**config.mk**
```make
export PLATFORM = sky130hd
export DESIGN_NAME = qry_host
export DESIGN_NICKNAME = d
export VERILOG_FILES = /design/src/hdl/qry_host_pkg.sv /design/src/hdl/query_table_rom.sv /design/src/hdl/qry_host.sv
export SDC_FILE = /design/constraint.sdc
export NUM_CORES = 1
export LEC_CHECK = 0
export BUFFER_PORTS_ARGS = -buffer_cell sky130_fd_sc_hd__buf_2
export CAP_MARGIN = 10
export CORE_AREA = 2 2 71 141
export CTS_BUF_LIST = sky130_fd_sc_hd__clkbuf_16
export DETAILED_ROUTE_END_ITERATION = 16
export DIE_AREA = 0 0 73 143
export PLACE_DENSITY = 0.62
export SKIP_CTS_REPAIR_TIMING = 1
export SLEW_MARGIN = 0
export SYNTH_ARGS = -nofsm -noshare
export SYNTH_HDL_FRONTEND = slang
export SYNTH_SLANG_ARGS = --single-unit
```
**constraint.sdc**
```tcl
create_clock -name clk_in -period 2.1 [get_ports clk_in]
set_input_delay 0.105 -clock clk_in [delete_from_list [all_inputs] [get_ports clk_in]]
set_output_delay 0.105 -clock clk_in [all_outputs]
set_load 0.05 [all_outputs]
```
**src/hdl/qry_host_pkg.sv**
```systemverilog
/*
 * Shared types and constants for the query-table host controller:
 * pin bundle, query command code, timing counts and the controller state.
 * Assumes a 200 MHz clock and a parallel flash with 16-bit data bus.
 */
package qry_host_pkg;

    // Clock period in ns
    localparam int CLK_NS    = 5;
    // Strobe timings in ns
    localparam int T_WP_NS   = 35;      // Write-enable low width
    localparam int T_ACC_NS  = 70;      // Read access time
    localparam int T_REC_NS  = 20;      // Recovery between bus cycles

    // Cycle counts, least times rounded up
    localparam logic [4:0] WP_CYC  = 5'((T_WP_NS + CLK_NS - 1) / CLK_NS);
    localparam logic [4:0] ACC_CYC = 5'((T_ACC_NS + CLK_NS - 1) / CLK_NS);
    localparam logic [4:0] REC_CYC = 5'((T_REC_NS + CLK_NS - 1) / CLK_NS);

    // Address and data widths
    localparam int ADDR_W = 22;
    localparam int DATA_W = 16;

    // Query command and its addresses
    localparam logic [7:0]        QUERY_CODE     = 8'h98;
    localparam logic [ADDR_W-1:0] QRY_ADDR_WORD  = 22'h000055;
    localparam logic [ADDR_W-1:0] QRY_ADDR_BYTE  = 22'h0000AA;
    localparam logic [ADDR_W-1:0] RST_ADDR       = 22'h000000;

    // User-side operations
    typedef enum logic [1:0] {
        OP_ENTER,
        OP_EXIT,
        OP_READ
    } op_t;

    // Device mode as tracked by the host
    typedef enum logic [1:0] {
        MODE_ARRAY,
        MODE_ID,
        MODE_QRY_ARR,
        MODE_QRY_ID
    } mode_t;

    // Bus cycle phases
    typedef enum logic [2:0] {
        PH_IDLE,
        PH_SETUP,
        PH_STROBE,
        PH_HOLD,
        PH_READ,
        PH_REC
    } phase_t;

    // Control pins toward the flash
    typedef struct packed {
        logic              ce_n;
        logic              we_n;
        logic              oe_n;
        logic [ADDR_W-1:0] addr;
    } flash_pins_t;

    // Whole controller state
    typedef struct packed {
        phase_t            phase;
        logic [4:0]        cnt;
        op_t               op;
        mode_t             mode;
        logic              from_id;
        logic              byte_mode;
        logic [7:0]        idx;
        flash_pins_t       pins;
        logic [DATA_W-1:0] dq_data;
        logic              dq_oe;
        logic [DATA_W-1:0] rdata;
        logic              ready;
        logic              done;
        logic              refused;
        logic              match;
    } state_t;

    // State after reset: all strobes high, bus released
    localparam state_t ST_RESET = '{
        phase:     PH_IDLE,
        cnt:       5'h00,
        op:        OP_READ,
        mode:      MODE_ARRAY,
        from_id:   1'b0,
        byte_mode: 1'b0,
        idx:       8'h00,
        pins:      '{ce_n: 1'b1, we_n: 1'b1, oe_n: 1'b1, addr: 22'h000000},
        dq_data:   16'h0000,
        dq_oe:     1'b0,
        rdata:     16'h0000,
        ready:     1'b1,
        done:      1'b0,
        refused:   1'b0,
        match:     1'b0
    };

endpackage

```
**src/hdl/query_table_rom.sv**
```systemverilog
/*
 * Expected descriptor words of the query table, indexed by word address.
 * Purely combinational; the caller registers whatever it compares.
 */
`timescale 1ns/100ps
module query_table_rom (
    // Word address into the table
    input  wire logic [7:0]  index_in,
    // Expected descriptor word
    output logic      [15:0] word_out
);

    // Listed entries; anything else, and every upper byte, reads zero
    always_comb begin
        case (index_in)
            8'h10:   word_out = 16'h0051;   // Signature Q
            8'h11:   word_out = 16'h0052;   // Signature R
            8'h12:   word_out = 16'h0059;   // Signature Y
            8'h13:   word_out = 16'h0002;   // Command set
            8'h15:   word_out = 16'h0040;   // Extended table pointer
            8'h1B:   word_out = 16'h0027;   // Supply min
            8'h1C:   word_out = 16'h0036;   // Supply max
            8'h1F:   word_out = 16'h0004;   // Word write typical
            8'h21:   word_out = 16'h000A;   // Block erase typical
            8'h23:   word_out = 16'h0005;   // Word write max
            8'h25:   word_out = 16'h0004;   // Block erase max
            8'h27:   word_out = 16'h0016;   // Size exponent
            8'h28:   word_out = 16'h0002;   // Interface code
            8'h2C:   word_out = 16'h0002;   // Region count
            8'h2D:   word_out = 16'h0007;   // Region 1
            8'h2F:   word_out = 16'h0020;   // Region 1
            8'h31:   word_out = 16'h003E;   // Region 2
            8'h34:   word_out = 16'h0001;   // Region 2
            // Zero entries
            default: word_out = 16'h0000;
        endcase
    end

endmodule // query_table_rom

```
**src/hdl/qry_host.sv**
```systemverilog
/*
 * Host controller that puts a parallel flash into query-table mode,
 * reads descriptor words, checks them, and leaves the mode again.
 * Assumes the flash pins are synchronous to clk_in, a ready level from
 * the flash, and a level telling whether the device sits in ID mode.
 */
`timescale 1ns/100ps
module qry_host #(
    parameter logic [7:0] RESET_CODE = 8'hF0    // Reset command data
) (
    // Clock and reset
    input  wire logic                        clk_in,
    input  wire logic                        nrst_in,
    // User command port
    input  wire logic                        cmd_valid_in,
    input  wire qry_host_pkg::op_t           cmd_op_in,
    input  wire logic [7:0]                  index_in,
    input  wire logic                        byte_mode_in,
    input  wire logic                        id_mode_in,
    // User answer port
    output logic                             ready_out,
    output logic                             done_out,
    output logic                             refused_out,
    output logic [qry_host_pkg::DATA_W-1:0]  rdata_out,
    output logic                             match_out,
    output qry_host_pkg::mode_t              mode_out,
    // Flash pins
    input  wire logic                        dev_ready_in,
    input  wire logic [qry_host_pkg::DATA_W-1:0] dq_in,
    output qry_host_pkg::flash_pins_t        pins_out,
    output logic [qry_host_pkg::DATA_W-1:0]  dq_data_out,
    output logic                             dq_oe_out
);
    import qry_host_pkg::*;

    ////////////////////////////////////////////////////////////////////
    // State and helpers

    state_t            st_reg;      // Registered state
    state_t            st_next;     // Next state
    logic              query_now;   // Device believed in query mode
    logic [15:0]       expect_word; // Table word for current index

    assign query_now = (st_reg.mode == MODE_QRY_ARR) || (st_reg.mode == MODE_QRY_ID);

    // Reference table for read checks
    query_table_rom u_rom (
        .index_in (st_reg.idx),
        .word_out (expect_word)
    );

    ////////////////////////////////////////////////////////////////////
    // Next-state logic

    // One bus cycle at a time; strobes never overlap
    always_comb begin
        st_next         = st_reg;
        st_next.done    = 1'b0;
        st_next.refused = 1'b0;
        case (st_reg.phase)
            PH_IDLE: begin
                // Mode outside query follows the ID level
                if (!query_now) begin
                    st_next.mode = id_mode_in ? MODE_ID : MODE_ARRAY;
                end
                if (cmd_valid_in) begin
                    if (cmd_op_in == OP_ENTER && (!dev_ready_in || query_now)) begin
                        // Busy bank or already inside
                        st_next.refused = 1'b1;
                    end else if (cmd_op_in == OP_READ && !query_now) begin
                        // Table reads only make sense in query mode
                        st_next.refused = 1'b1;
                    end else begin
                        st_next.op        = cmd_op_in;
                        st_next.byte_mode = byte_mode_in;
                        st_next.idx       = index_in;
                        st_next.from_id   = id_mode_in;
                        st_next.cnt       = 5'h00;
                        st_next.phase     = PH_SETUP;
                        st_next.pins.ce_n = 1'b0;
                        case (cmd_op_in)
                            OP_ENTER: begin
                                // Query address by bus width
                                st_next.pins.addr = byte_mode_in ? QRY_ADDR_BYTE
                                                                 : QRY_ADDR_WORD;
                                st_next.dq_data   = {8'h00, QUERY_CODE};
                                st_next.dq_oe     = 1'b1;
                            end
                            OP_EXIT: begin
                                // Address is a don't-care
                                st_next.pins.addr = RST_ADDR;
                                st_next.dq_data   = {8'h00, RESET_CODE};
                                st_next.dq_oe     = 1'b1;
                            end
                            default: begin
                                // Byte address is twice the word
                                st_next.pins.addr = byte_mode_in
                                    ? {13'h0000, index_in, 1'b0}
                                    : {14'h0000, index_in};
                                st_next.dq_oe     = 1'b0;
                            end
                        endcase
                    end
                end
            end
            PH_SETUP: begin
                // Address stable before the strobe falls
                if (st_reg.op == OP_READ) begin
                    st_next.pins.oe_n = 1'b0;
                    st_next.phase     = PH_READ;
                end else begin
                    st_next.pins.we_n = 1'b0;
                    st_next.phase     = PH_STROBE;
                end
            end
            PH_STROBE: begin
                // Hold write-enable low its full width
                if (st_reg.cnt == WP_CYC - 5'h01) begin
                    st_next.pins.we_n = 1'b1;
                    st_next.phase     = PH_HOLD;
                end else begin
                    st_next.cnt = st_reg.cnt + 5'h01;
                end
            end
            PH_HOLD: begin
                // Data still driven past the rising edge
                st_next.pins.ce_n = 1'b1;
                st_next.cnt       = 5'h00;
                st_next.phase     = PH_REC;
            end
            PH_READ: begin
                // Sample once access time has passed
                if (st_reg.cnt == ACC_CYC - 5'h01) begin
                    // Upper byte is not on the bus in byte mode
                    st_next.rdata     = st_reg.byte_mode ? {8'h00, dq_in[7:0]} : dq_in;
                    st_next.pins.oe_n = 1'b1;
                    st_next.pins.ce_n = 1'b1;
                    st_next.cnt       = 5'h00;
                    st_next.phase     = PH_REC;
                end else begin
                    st_next.cnt = st_reg.cnt + 5'h01;
                end
            end
            PH_REC: begin
                st_next.dq_oe = 1'b0;
                if (st_reg.cnt == REC_CYC - 5'h01) begin
                    st_next.phase = PH_IDLE;
                    st_next.done  = 1'b1;
                    st_next.match = 1'b0;
                    case (st_reg.op)
                        OP_ENTER: begin
                            // Remember where query was entered from
                            st_next.mode = st_reg.from_id ? MODE_QRY_ID : MODE_QRY_ARR;
                        end
                        OP_EXIT: begin
                            // Return to the entry mode
                            st_next.mode = (st_reg.mode == MODE_QRY_ID) ? MODE_ID
                                                                       : MODE_ARRAY;
                        end
                        default: begin
                            // Compare with the known table
                            st_next.match = (st_reg.rdata == expect_word);
                        end
                    endcase
                end else begin
                    st_next.cnt = st_reg.cnt + 5'h01;
                end
            end
            default: begin
                st_next = ST_RESET;
            end
        endcase
        st_next.ready = (st_next.phase == PH_IDLE);
    end

    ////////////////////////////////////////////////////////////////////
    // State register

    // Reset loads constants only
    always_ff @(posedge clk_in or negedge nrst_in) begin
        if (!nrst_in) begin
            st_reg <= ST_RESET;
        end else begin
            st_reg <= st_next;
        end
    end

    // Outputs straight from the state flops
    assign ready_out   = st_reg.ready;
    assign done_out    = st_reg.done;
    assign refused_out = st_reg.refused;
    assign rdata_out   = st_reg.rdata;
    assign match_out   = st_reg.match;
    assign mode_out    = st_reg.mode;
    assign pins_out    = st_reg.pins;
    assign dq_data_out = st_reg.dq_data;
    assign dq_oe_out   = st_reg.dq_oe;
endmodule // qry_host

```
# Yosys cells after proc, flatten, opt, wreduce, memory -nomap -nowiden
# Memories as Yosys holds them, arrays and structs flattened.
# Index checks and enable logic that the tools add are counted.
[op_classes]
add_sub_neg = 1
n_reduce_logical = 30
mux = 54
eq_ne = 28
bitwise_logic = 8
[ops]
columns = ["cell", "count"]
rows = [
  ["$mux 39", 3],
  ["$pmux 38 s2", 1],
  ["$pmux 16 s2", 2],
  ["$mux 16", 3],
  ["$mux 11", 3],
  ["$mux 10", 3],
  ["$pmux 5 s5", 1],
  ["$ne 2x2->1 const B", 11],
  ["$pmux 10 s2", 1],
  ["$pmux 3 s6", 1],
  ["$pmux 9 s2", 1],
  ["$eq 16x16->1", 1],
  ["$mux 1", 16],
  ["$mux 5", 3],
  ["$reduce_or 5->1", 3],
  ["$mux 3", 4],
  ["$reduce_and 4->1", 3],
  ["$reduce_or 4->1", 3],
  ["$reduce_and 5->1", 2],
  ["$mux 9", 1],
  ["$pmux 1 s3", 3],
  ["$eq 2x2->1 const B", 4],
  ["$mux 8", 1],
  ["$not 1->1", 8],
  ["24 further kinds", 39],
]
[word_totals]
reg_bits = 84
mem_count = 1
inputBits = 32
romBits = 448
wordCells = 140
[memory_table]
columns = ["memory", "depth", "width", "rd", "rd_clocked_by_memory_dff", "wr", "line", "rtl"]
rows = [
  ["(no name shown)", 64, 7, 1, 0, 0, "query_table_rom.sv:15", "case (index_in)"],
]

# Logic depth before layout (Yosys ltp)
# Gate-level depths: netlist of the first run.
[logic_depth]
word_depth = 9
mapped_depth = 9
mapped_depth_nobuf = 8

# By module
# A second synthesis of the first run with hierarchy kept.
[unflattened]
cells_unflattened = 448
area_unflattened_um2 = 3957.5
[modules_own_cells]
columns = ["module", "area_each_um2", "cells_per_inst", "n_inst", "seq_area_each_um2"]
rows = [
  ["qry_host", 3488.3, 385, 1, 1457.6],
  ["query_table_rom", 469.2, 63, 1, 0.0],
]

# Worst setup path before layout of the first run
# OpenSTA, ideal clock, no wires.
[synth_timing]
kind = "register -> register"
startpoint = "register st_reg[63] (netlist name)"
endpoint = "register st_reg (netlist bit match_out)"
stages_incl_launch_ff = 9
path_slack_ps = 193
t_arrival_ps = 1841
n_path_buf = 0
required_ps = 2034
path_cell_list = "dfrtp_1 inv_1 ha_1 nand2_1 mux2_2 o21ai_1 mux2_2 a211oi_1 a31o_1"
[synth_between]
elab_chain_cells = 6
[synth_lines]
columns = ["element", "line", "rtl"]
rows = [
  ["start, declared", "qry_host.sv:39", "state_t st_reg;"],
  ["start signal, assigned", "qry_host.sv:184", "st_reg <= st_next;"],
  ["$mem_v2 64x7", "--", ""],
  ["$mux 16", "query_table_rom.sv:15", ""],
  ["$eq 16x16->1", "qry_host.sv:162", "st_next.match = (st_reg.rdata == expect_word);"],
  ["$mux 1", "qry_host.sv:150", "case (st_reg.op)"],
  ["$mux 1", "qry_host.sv:146", "if (st_reg.cnt == REC_CYC - 5'h01) begin"],
  ["$pmux 1 s2", "qry_host.sv:60", "case (st_reg.phase)"],
]
# No other way between the ends. The select of a mux whose other input is x is not followed.
# A chain may end at the register's enable or synchronous reset.

# Worst setup path after layout of the first run
[layout_timing]
startpoint = "register st_reg[76] (netlist name)"
endpoint = "register st_reg[76] (netlist name)"
[layout_between]
elab_chain_cells = 3
[layout_lines]
columns = ["element", "line"]
rows = [
  ["$add 5x1->5, or another cell as far along", "qry_host.sv:122, qry_host.sv:141, qry_host.sv:166"],
  ["$mux 5, or another cell as far along", "qry_host.sv:146"],
  ["$pmux 5 s5 / $reduce_and 6->1 (equally long branches)", "--"],
]
# Several ways; a longest one is shown, not always the timed one. The select of a mux whose other input is x is not followed.

==> results.yml, run 1 <==
sta:
  finClkSkew_ns: 0.00782
  drv_slew: 0
  holdWs_ns: -0.0635
  setup-violations-final: 0
  finalCritPeriodShare_pct: 96.8
  hold_violations: 53
  worst_slew_pin_slew_ns: 0.763
  period_needed_ns: 2.03
  slew-limit-headroom_pct: 49.2
  fmax_ghz: 0.492
synth:
  synthCells: 436
  syn_avg_cell_area_um2: 8.68
  ys.flop_type: "dfrtp_1"
  yosys_warnings: 0
  synth_area_leaders: "dfrtp_1 35%, buf_4 12%, nand2_1 7.4%"
  synth_area_mm2: 0.00379
  ys_ff_latch: 58
  synth_edf_count: 0
  synthDominantCellAreaShare_pct: 35.0
  synth_top_area_cell: "dfrtp_1"
  ys_types: 60
  async_flop_share_pct: 100
  ys_seq_area_share_pct: 38.5
finish:
  mostFrequentLayoutCells: "75 x nand2_1, 71 x buf_2, 51 x dfrtp_1"
  post-route-util_pct: 46.4
  mostFrequentLayoutCell: "nand2_1"
  area.growth.synth_to_final_pct: 14.2
  largest_reg_flops: 20
  drive_above_1_share_pct: 28.0
  diodes: 0
  nets: 526
clocking:
  cts_tree: "yes"
  clkTransAtPathRegs_ns: 0.05
  clock_sinks: 58
  clock_latency_ns: 0.32
  cts_buffers: 9
  cts.path.max_buffers: 2
  htreeDepth: 3
  cts_root_buf: "clkbuf_16"
drt:
  routed_wl_um: 9320
  ant_nets: 0
  num_vias: 3129
  met2WireLength_um: 5150
  first_pass_iters: 5
  dr.first_iter.drc_count: 137
  dr_wl_met3_um: 325
  drt-met1-wl_um: 3490
  drc: 0
  wl_per_cell_um: 15.7
  routed.top_layer: "met4"
  vias_per_cell: 5.28
worst_setup_path:
  start_kind: "register"
  path_cells: "ha_2 > nor4b_2 > o211a_1 > a311oi_4 > or3b_1 > o21ai_1"
  crit_required_ns: 2.35
  critPathCaptureType: "register"
  slowest_delay_ns: 0.42
  ff2ff_path_depth: 6
  critPathKind: "reg -> reg"
  arrival_ns: 2.28
  critPathSlowestCell: "dfrtp_1"
  worstPathMaxFanout: 7
place:
  gp_congestion: 0.983
  io_buffers: 71
  dpl.hpwl_um: 7100
floorplan:
  core_area_mm2: 0.00932
  dieArea_mm2: 0.0104
  num_io_pins: 96
  fp.dieW_um: 73
  fp.dieH_um: 143
  initial_core_util_pct: 40.6
  row_count: 50
power:
  powerDensity_mw_per_mm2: 1670
  ir_drop_mv: 1.04
  total_power_mw: 7.23
  p_leak_nw: 2.06
global_routing:
  grt_max_degree: 59
  grt_usage_pct: 18.3
  grt_pass1_wl_um: 14800
  grt_overflow: 0
  grt_pass1_vias: 3071
  antenna_found_initial: 0
run:
  drv_cap: 0
min_path:
  hp-class: "in -> async"
outcome:
  violations: "hold timing"
  outcome: "finished, violations left"
[layer usage]
layer  vias to the layer above  global-route usage [%]
met1                      1502                    18.6
li1                       1526                       -
met3                        22                    3.18
met4                         0                    10.0
met5                         -                       0
met2                        79                    33.9
[layout make-up]
| class | instances | area [µm²] |
|---|---|---|
| Fill cell | 950 | 5000 |
| Tap cell | 104 | 130 |
| Clock inverter | 7 | 61.3 |
| Timing Repair Buffer | 96 | 556 |
| Sequential cell | 58 | 1460 |
| Multi-Input combinational cell | 309 | 1850 |
| Clock buffer | 9 | 225 |
| Inverter | 10 | 37.5 |
[Yosys cell counts (2+ instances only)]
master,instances
o21ai_1,31
and3_1,3
xor2_1,5
nor4bb_1,2
nand2b_1,5
nand4_1,3
buf_2,8
nand3b_1,2
o31ai_1,5
dfrtp_1,53
nor4_1,4
a21o_1,6
clkbuf_1,10
o211ai_1,5
nor2b_1,2
or3_1,3
a21oi_1,17
o22a_1,2
buf_6,4
o2bb2ai_1,2
a211oi_1,2
a2111oi_0,4
o41ai_1,2
buf_4,60
dfstp_2,5
nand2_1,75
mux2_2,3
nor2_1,26
xnor2_1,3
mux2i_1,5
o21ai_0,14
a31oi_1,7
o211a_1,2
or3b_1,2
ha_1,10
nor3_1,6
inv_1,9
mux2_1,2
nand3_1,6
[cell families after synthesis]
kind of cell    synth area share [%]
compound gates                  18.0
fa+ha+maj                       3.30
buf+inv                         16.1
xor+xnor                        1.85
simple gates                    19.3
flops                           38.5
mux                             2.81
other cells                   0.0990
[path summary, 6_finish.rpt]
path | startpoint | to | slack, ns
setup / recovery | st_reg[76] | st_reg[76] | 0.07
hold / removal | nrst_in | pins_out[2] | -0.06
setup reg to reg | st_reg[76] | st_reg[76] | 0.07
hold reg to reg | pins_out[5] | pins_out[5] | 0.47
max in group asynchronous | nrst_in | st_reg[62] | 1.63
min in group clk_in | dq_in[13] | rdata_out[13] | 0.01
[critical path, delay by kind of cell (launching register included)]
| kind | cells | cell delay [ns] |
|---|---|---|
| adder cells (fa/ha/maj) | 1 | 0.22 |
| flip-flops | 1 | 0.42 |
| AO/OA/AOI/OAI | 3 | 0.73 |
| AND/OR/NAND/NOR | 2 | 0.60 |
[report_power, final]
part	switching [mW]	internal, mW
Combinational	2.57	1.22
Sequential	0.479	1.56
Clock	0.501	0.903
Total	3.55	3.68
[metrics by stage]
stage | instance area, µm² | worst slack, ns | hold WS [ns] | TNS [ns] | cells
after floorplan | 3870 | 0.193 | -0.191 | 0 | 459
after global placement | 3990 | 0.0332 | 0.303 | 0 | 576
after detailed placement | 3990 | -0.0256 | 0.309 | -0.0256 | 576
after CTS | 4280 | -0.0359 | -0.0297 | -0.0359 | 592
after global routing | 4320 | -0.00292 | 0.00570 | -0.00449 | 593
final | 4320 | 0.0680 | -0.0635 | 0 | 593
Power figures use the tool's default switching activity.
==> run 2: changes to the inputs <==
- REMOVE_ABC_BUFFERS: default -> 1
==> run 2 against run 1 <==
  * Critical endpoint is now match_out
  * Core utilization shrank 0.36 points
  * The run now ends clean
  * Sequential power is essentially flat
  * Critical path depth grew 1
==> results.yml, run 2 (synthesis results as in run 1) <==
outcome:
  outcome: "finished clean"
drt:
  wl_per_cell_um: 15.7
  num_vias: 3098
  dr.first_iter.drc_count: 105
  vias_per_cell: 5.26
  ant_nets: 0
  drc: 0
  routed_wl_um: 9260
  first_pass_iters: 5
floorplan:
  row_count: 50
  num_io_pins: 96
  core_area_mm2: 0.00932
  dieArea_mm2: 0.0104
  fp.dieH_um: 143
  fp.dieW_um: 73
  initial_core_util_pct: 40.6
place:
  place_ws_ns: -0.00749
  dpl.hpwl_um: 6990
  place_inst: 572
  gp_congestion: 0.931
  io_buffers: 71
clocking:
  clock_latency_ns: 0.33
  htreeDepth: 3
  cts_tree: "yes"
  cts.path.max_buffers: 2
  clkTransAtPathRegs_ns: 0.05
  cts_buffers: 9
  clock_sinks: 58
  cts_root_buf: "clkbuf_16"
worst_setup_path:
  critPathCaptureType: "register"
  crit_required_ns: 2.32
  crit_start: "st_reg[64]"
  start_kind: "register"
  arrival_ns: 2.25
  r2r-start: "st_reg[64]"
  r2r_slack_ns: 0.06
  worstPathMaxFanout: 12
  critPathKind: "reg -> reg"
sta:
  setup-violations-final: 0
  hold_violations: 0
  slew-limit-headroom_pct: 63.1
  rsz0062_at_grt: "yes"
  finalCritPeriodShare_pct: 97.0
  timing.final.ws_setup_ns: 0.0624
  finClkSkew_ns: 0.00874
  worst_slew_pin_slew_ns: 0.547
  drv_slew: 0
  fmax_ghz: 0.491
  period_needed_ns: 2.04
finish:
  mostFrequentLayoutCell: "nand2_1"
  area.growth.synth_to_final_pct: 13.3
  mostFrequentLayoutCells: "75 x nand2_1, 71 x buf_2, 51 x dfrtp_1"
  fin_cells: 589
  nets: 522
  diodes: 0
  nFillCells: 939
  post-route-util_pct: 46.0
  largest_reg_flops: 20
  drive_above_1_share_pct: 26.0
power:
  ir_drop_mv: 0.747
  powerDensity_mw_per_mm2: 1660
  p_leak_nw: 2.04
  total_power_mw: 7.13
global_routing:
  grt_pass1_vias: 3004
  grt_overflow: 0
  grt_max_degree: 59
  antenna_found_initial: 0
  grt_usage_pct: 18.1
  grt_pass1_wl_um: 14400
min_path:
  hp-start: "dq_in[5]"
  hp-class: "in -> reg"
run:
  drv_cap: 0
run 2: cell types whose count changed in the layout (fill, tap and decap cells not counted), sizes merged:
cell / previous run / this run
clkinv: 5 / 4
buf: 96 / 91
dlygate4sd3: 0 / 1
inv: 11 / 12
run 2: layout make-up:
| type | count | area, µm² | area share (%) |
|---|---|---|---|
| clock buffer | 9 | 225 | 5.25 |
| clock inverter | 7 | 53.8 | 1.25 |
| inverter | 10 | 37.5 | 0.875 |
| multi-input combinational | 309 | 1840 | 43.0 |
| sequential | 58 | 1460 | 34.0 |
| tap | 104 | 130 | 3.03 |
| timing repair buffer | 92 | 541 | 12.6 |
run 2: through the flow:
step                      setup TNS (ns)  hold slack, ns  area, µm²
after floorplan                   -35.53          -0.191       3300
after global placement                 0           0.128       3970
after detailed placement        -0.00749           0.128       3970
after CTS                        -0.0130          -0.216       4250
after global routing             -0.0220         0.00382       4290
final                                  0         0.00398       4290
run 2: worst paths after layout:
path                                        to  cells past startpoint
worst max register to register       match_out                      7
max in group asynchronous            ready_out                      3
worst min register to register  dq_data_out[3]                      1
worst min-delay path              rdata_out[5]                      3
min in group asynchronous       dq_data_out[4]                      3
worst max-delay path                 match_out                      7
run 2: report_power, final:
part,internal [mW],leakage (nW),switching (mW)
Combinational,1.17,1.15,2.53
Sequential,1.56,0.747,0.484
Clock,0.893,0.144,0.493
run 2: per-layer routing:
layer  global-route usage [%]  vias up  wire length [µm]
met2                     33.3       93              5170
met3                     3.25       24               328
li1                         -     1516                 -
met1                     18.6     1465              3400
met5                        0        -                 0
met4                     9.75        0               355
run 2: critical path, cell delays in order (launching register included):
cell,delay (ns)
dfrtp_1,0.56
buf_4,0.25
or3_1,0.12
a21oi_1,0.05
o21ai_0,0.45
nand3_1,0.14
o211a_1,0.15
a31o_1,0.20
==> run 3: changes to the inputs <==
- ABC_AREA: default -> 1
- GPL_TIMING_DRIVEN: default -> 1
==> run 3 against run 2 <==
  * The run now ends with hold timing left
  * Clock power is 10% lower
  * Count of clock-buffer cells in the layout unchanged
  * Die area stayed put
  * Wire length up 2.4%
  * Synthesized cell count is 17% higher
  * Critical path depth rose by 1
==> results.yml, run 3 <==
outcome:
  outcome: "finished, violations left"
  violations: "hold timing"
finish:
  largest_reg_flops: 20
  drive_above_1_share_pct: 20.8
  diodes: 0
  area.growth.synth_to_final_pct: 10.1
  nets: 591
  mostFrequentLayoutCell: "nand2_1"
  mostFrequentLayoutCells: "134 x nand2_1, 71 x buf_2, 54 x nand3_1"
drt:
  routed_wl_um: 9480
  dr.first_iter.drc_count: 210
  vias_per_cell: 5.02
  wl_per_cell_um: 14.4
  drc: 0
  num_vias: 3306
  ant_nets: 0
  first_pass_iters: 4
worst_setup_path:
  critPathCaptureType: "register"
  worstPathMaxFanout: 18
  start_kind: "register"
  slowest_delay_ns: 0.47
  cpMostUsedCell: "nor2_1"
  critPathSlowestCell: "dfrtp_1"
  critPathKind: "reg -> reg"
  arrival_ns: 2.07
  path_cells: "nor2_1 > nand2_2 > inv_2 > nand2_4 > nand4_4 > nor2_1 > nand2_1 > o21ai_0"
  crit_required_ns: 2.34
synth:
  syn_avg_cell_area_um2: 7.42
  ys_seq_area_share_pct: 38.5
  synthCells: 510
  yosysMostFrequentCell: "nand2_1"
  async_flop_share_pct: 100
  ys_types: 36
  ys_ff_latch: 58
  synth_area_mm2: 0.00378
  synth_top_area_cell: "dfrtp_1"
  synth_edf_count: 0
  yosys_warnings: 0
  ys.flop_type: "dfrtp_1"
  synth_area_leaders: "dfrtp_1 35%, nand2_1 13%, buf_4 12%"
  synthDominantCellAreaShare_pct: 35.1
  synth_common_cells: "134 x nand2_1, 59 x buf_4, 54 x nand3_1, 53 x dfrtp_1, 41 x inv_1"
clocking:
  cts_root_buf: "clkbuf_16"
  cts.path.max_buffers: 2
  clkTransAtPathRegs_ns: 0.05
  htreeDepth: 3
  cts_buffers: 9
  clock_sinks: 58
  cts_tree: "yes"
  clock_latency_ns: 0.33
power:
  clockPowerShare_pct: 17.7
  switching_share_pct: 52.8
  p_leak_nw: 2.22
  ir_drop_mv: 0.667
  comb_power_share_pct: 55.6
  total_power_mw: 7.07
  seq_power_share_pct: 26.7
  p_int_mw: 3.34
  power.switching_mw: 3.74
  powerDensity_mw_per_mm2: 1700
sta:
  rsz0062_at_grt: "no"
  hold_violations: 1
  fin_tns_setup_ns: 0
  holdWs_ns: -0.00318
  period_needed_ns: 1.83
  slew-limit-headroom_pct: 66.7
  fmax_ghz: 0.547
  drv_slew: 0
  finalCritPeriodShare_pct: 87.0
  worst_slew_pin_slew_ns: 0.498
  finClkSkew_ns: 0.00741
  setup-violations-final: 0
run:
  drv_cap: 0
floorplan:
  row_count: 50
  fp.dieW_um: 73
  num_io_pins: 96
  core_area_mm2: 0.00932
  initial_core_util_pct: 40.6
  fp.dieH_um: 143
  dieArea_mm2: 0.0104
global_routing:
  grt_pass1_wl_um: 15300
  grt_max_degree: 59
  grt_pass1_vias: 3253
  grt_usage_pct: 19.0
  antenna_found_initial: 0
  grt_overflow: 0
place:
  io_buffers: 71
  dpl.hpwl_um: 7460
  gp_congestion: 0.893
min_path:
  hp-class: "in -> reg"
-- run 3: path summary, 6_finish.rpt --
check	start	endpoint	slack, ns	cells past startpoint
setup / recovery	st_reg[83]	dq_data_out[3]	0.27	8
hold / removal	cmd_op_in[0]	dq_data_out[3]	-0.003	2
setup reg to reg	st_reg[83]	dq_data_out[3]	0.27	8
hold reg to reg	pins_out[22]	pins_out[22]	0.47	2
max in group asynchronous	nrst_in	ready_out	1.46	3
min in group asynchronous	nrst_in	dq_data_out[4]	0.31	3
-- run 3: metal layers --
layer,GRT usage [%],wire [µm],up-vias
li1,-,-,1651
met1,18.2,3260,1562
met2,36.5,5650,72
met3,3.81,272,21
met4,9.26,297,0
met5,0,0,-
-- run 3: critical path, delay by kind of cell (launching register included) --
kind,cells,cell delay (ns)
AO/OA/AOI/OAI,1,0.17
AND/OR/NAND/NOR,6,0.94
buffers and inverters,1,0.15
flip-flops,1,0.47
-- run 3: power by group through the flow --
| stage | combinational, mW | clock (mW) | sequential (mW) |
|---|---|---|---|
| detailed placement | 3.95 | 0 | 1.90 |
| finish | 3.93 | 1.25 | 1.89 |
| global placement | 3.92 | 0 | 1.89 |
| floorplan | 2.04 | 0 | 2.72 |
| CTS | 3.97 | 1.28 | 1.89 |
| global route | 4.36 | 1.32 | 1.94 |
-- run 3: through the flow --
step,setup slack [ns],cell area [µm²],utilization [%],instances
floorplan,0.280,3360,-,461
global placement,0.332,3900,41.8,641
detailed placement,0.273,3900,41.8,641
CTS,0.256,4150,44.6,657
global route,0.0323,4160,44.7,658
finish,0.274,4160,44.7,658
-- run 3: logic make-up (layout without fill, tap and decap cells) --
group / after synthesis / in the layout / synth area share [%]
mux: 1 / 1 / 0.298
flops: 58 / 58 / 38.5
simple gates: 243 / 243 / 28.5
buf+inv: 125 / 146 / 18.6
fa+ha+maj: 10 / 10 / 3.31
compound gates: 72 / 72 / 10.7
other cells: 1 / 24 / 0.0991
-- run 3: final cells by class --
type	instances	area, µm²
Clock inverter	7	28.8
Inverter	53	199
Timing Repair Buffer	77	415
Multi-Input combinational cell	350	1710
Sequential cell	58	1460
Tap cell	104	130
Fill cell	944	5160
Clock buffer	9	225
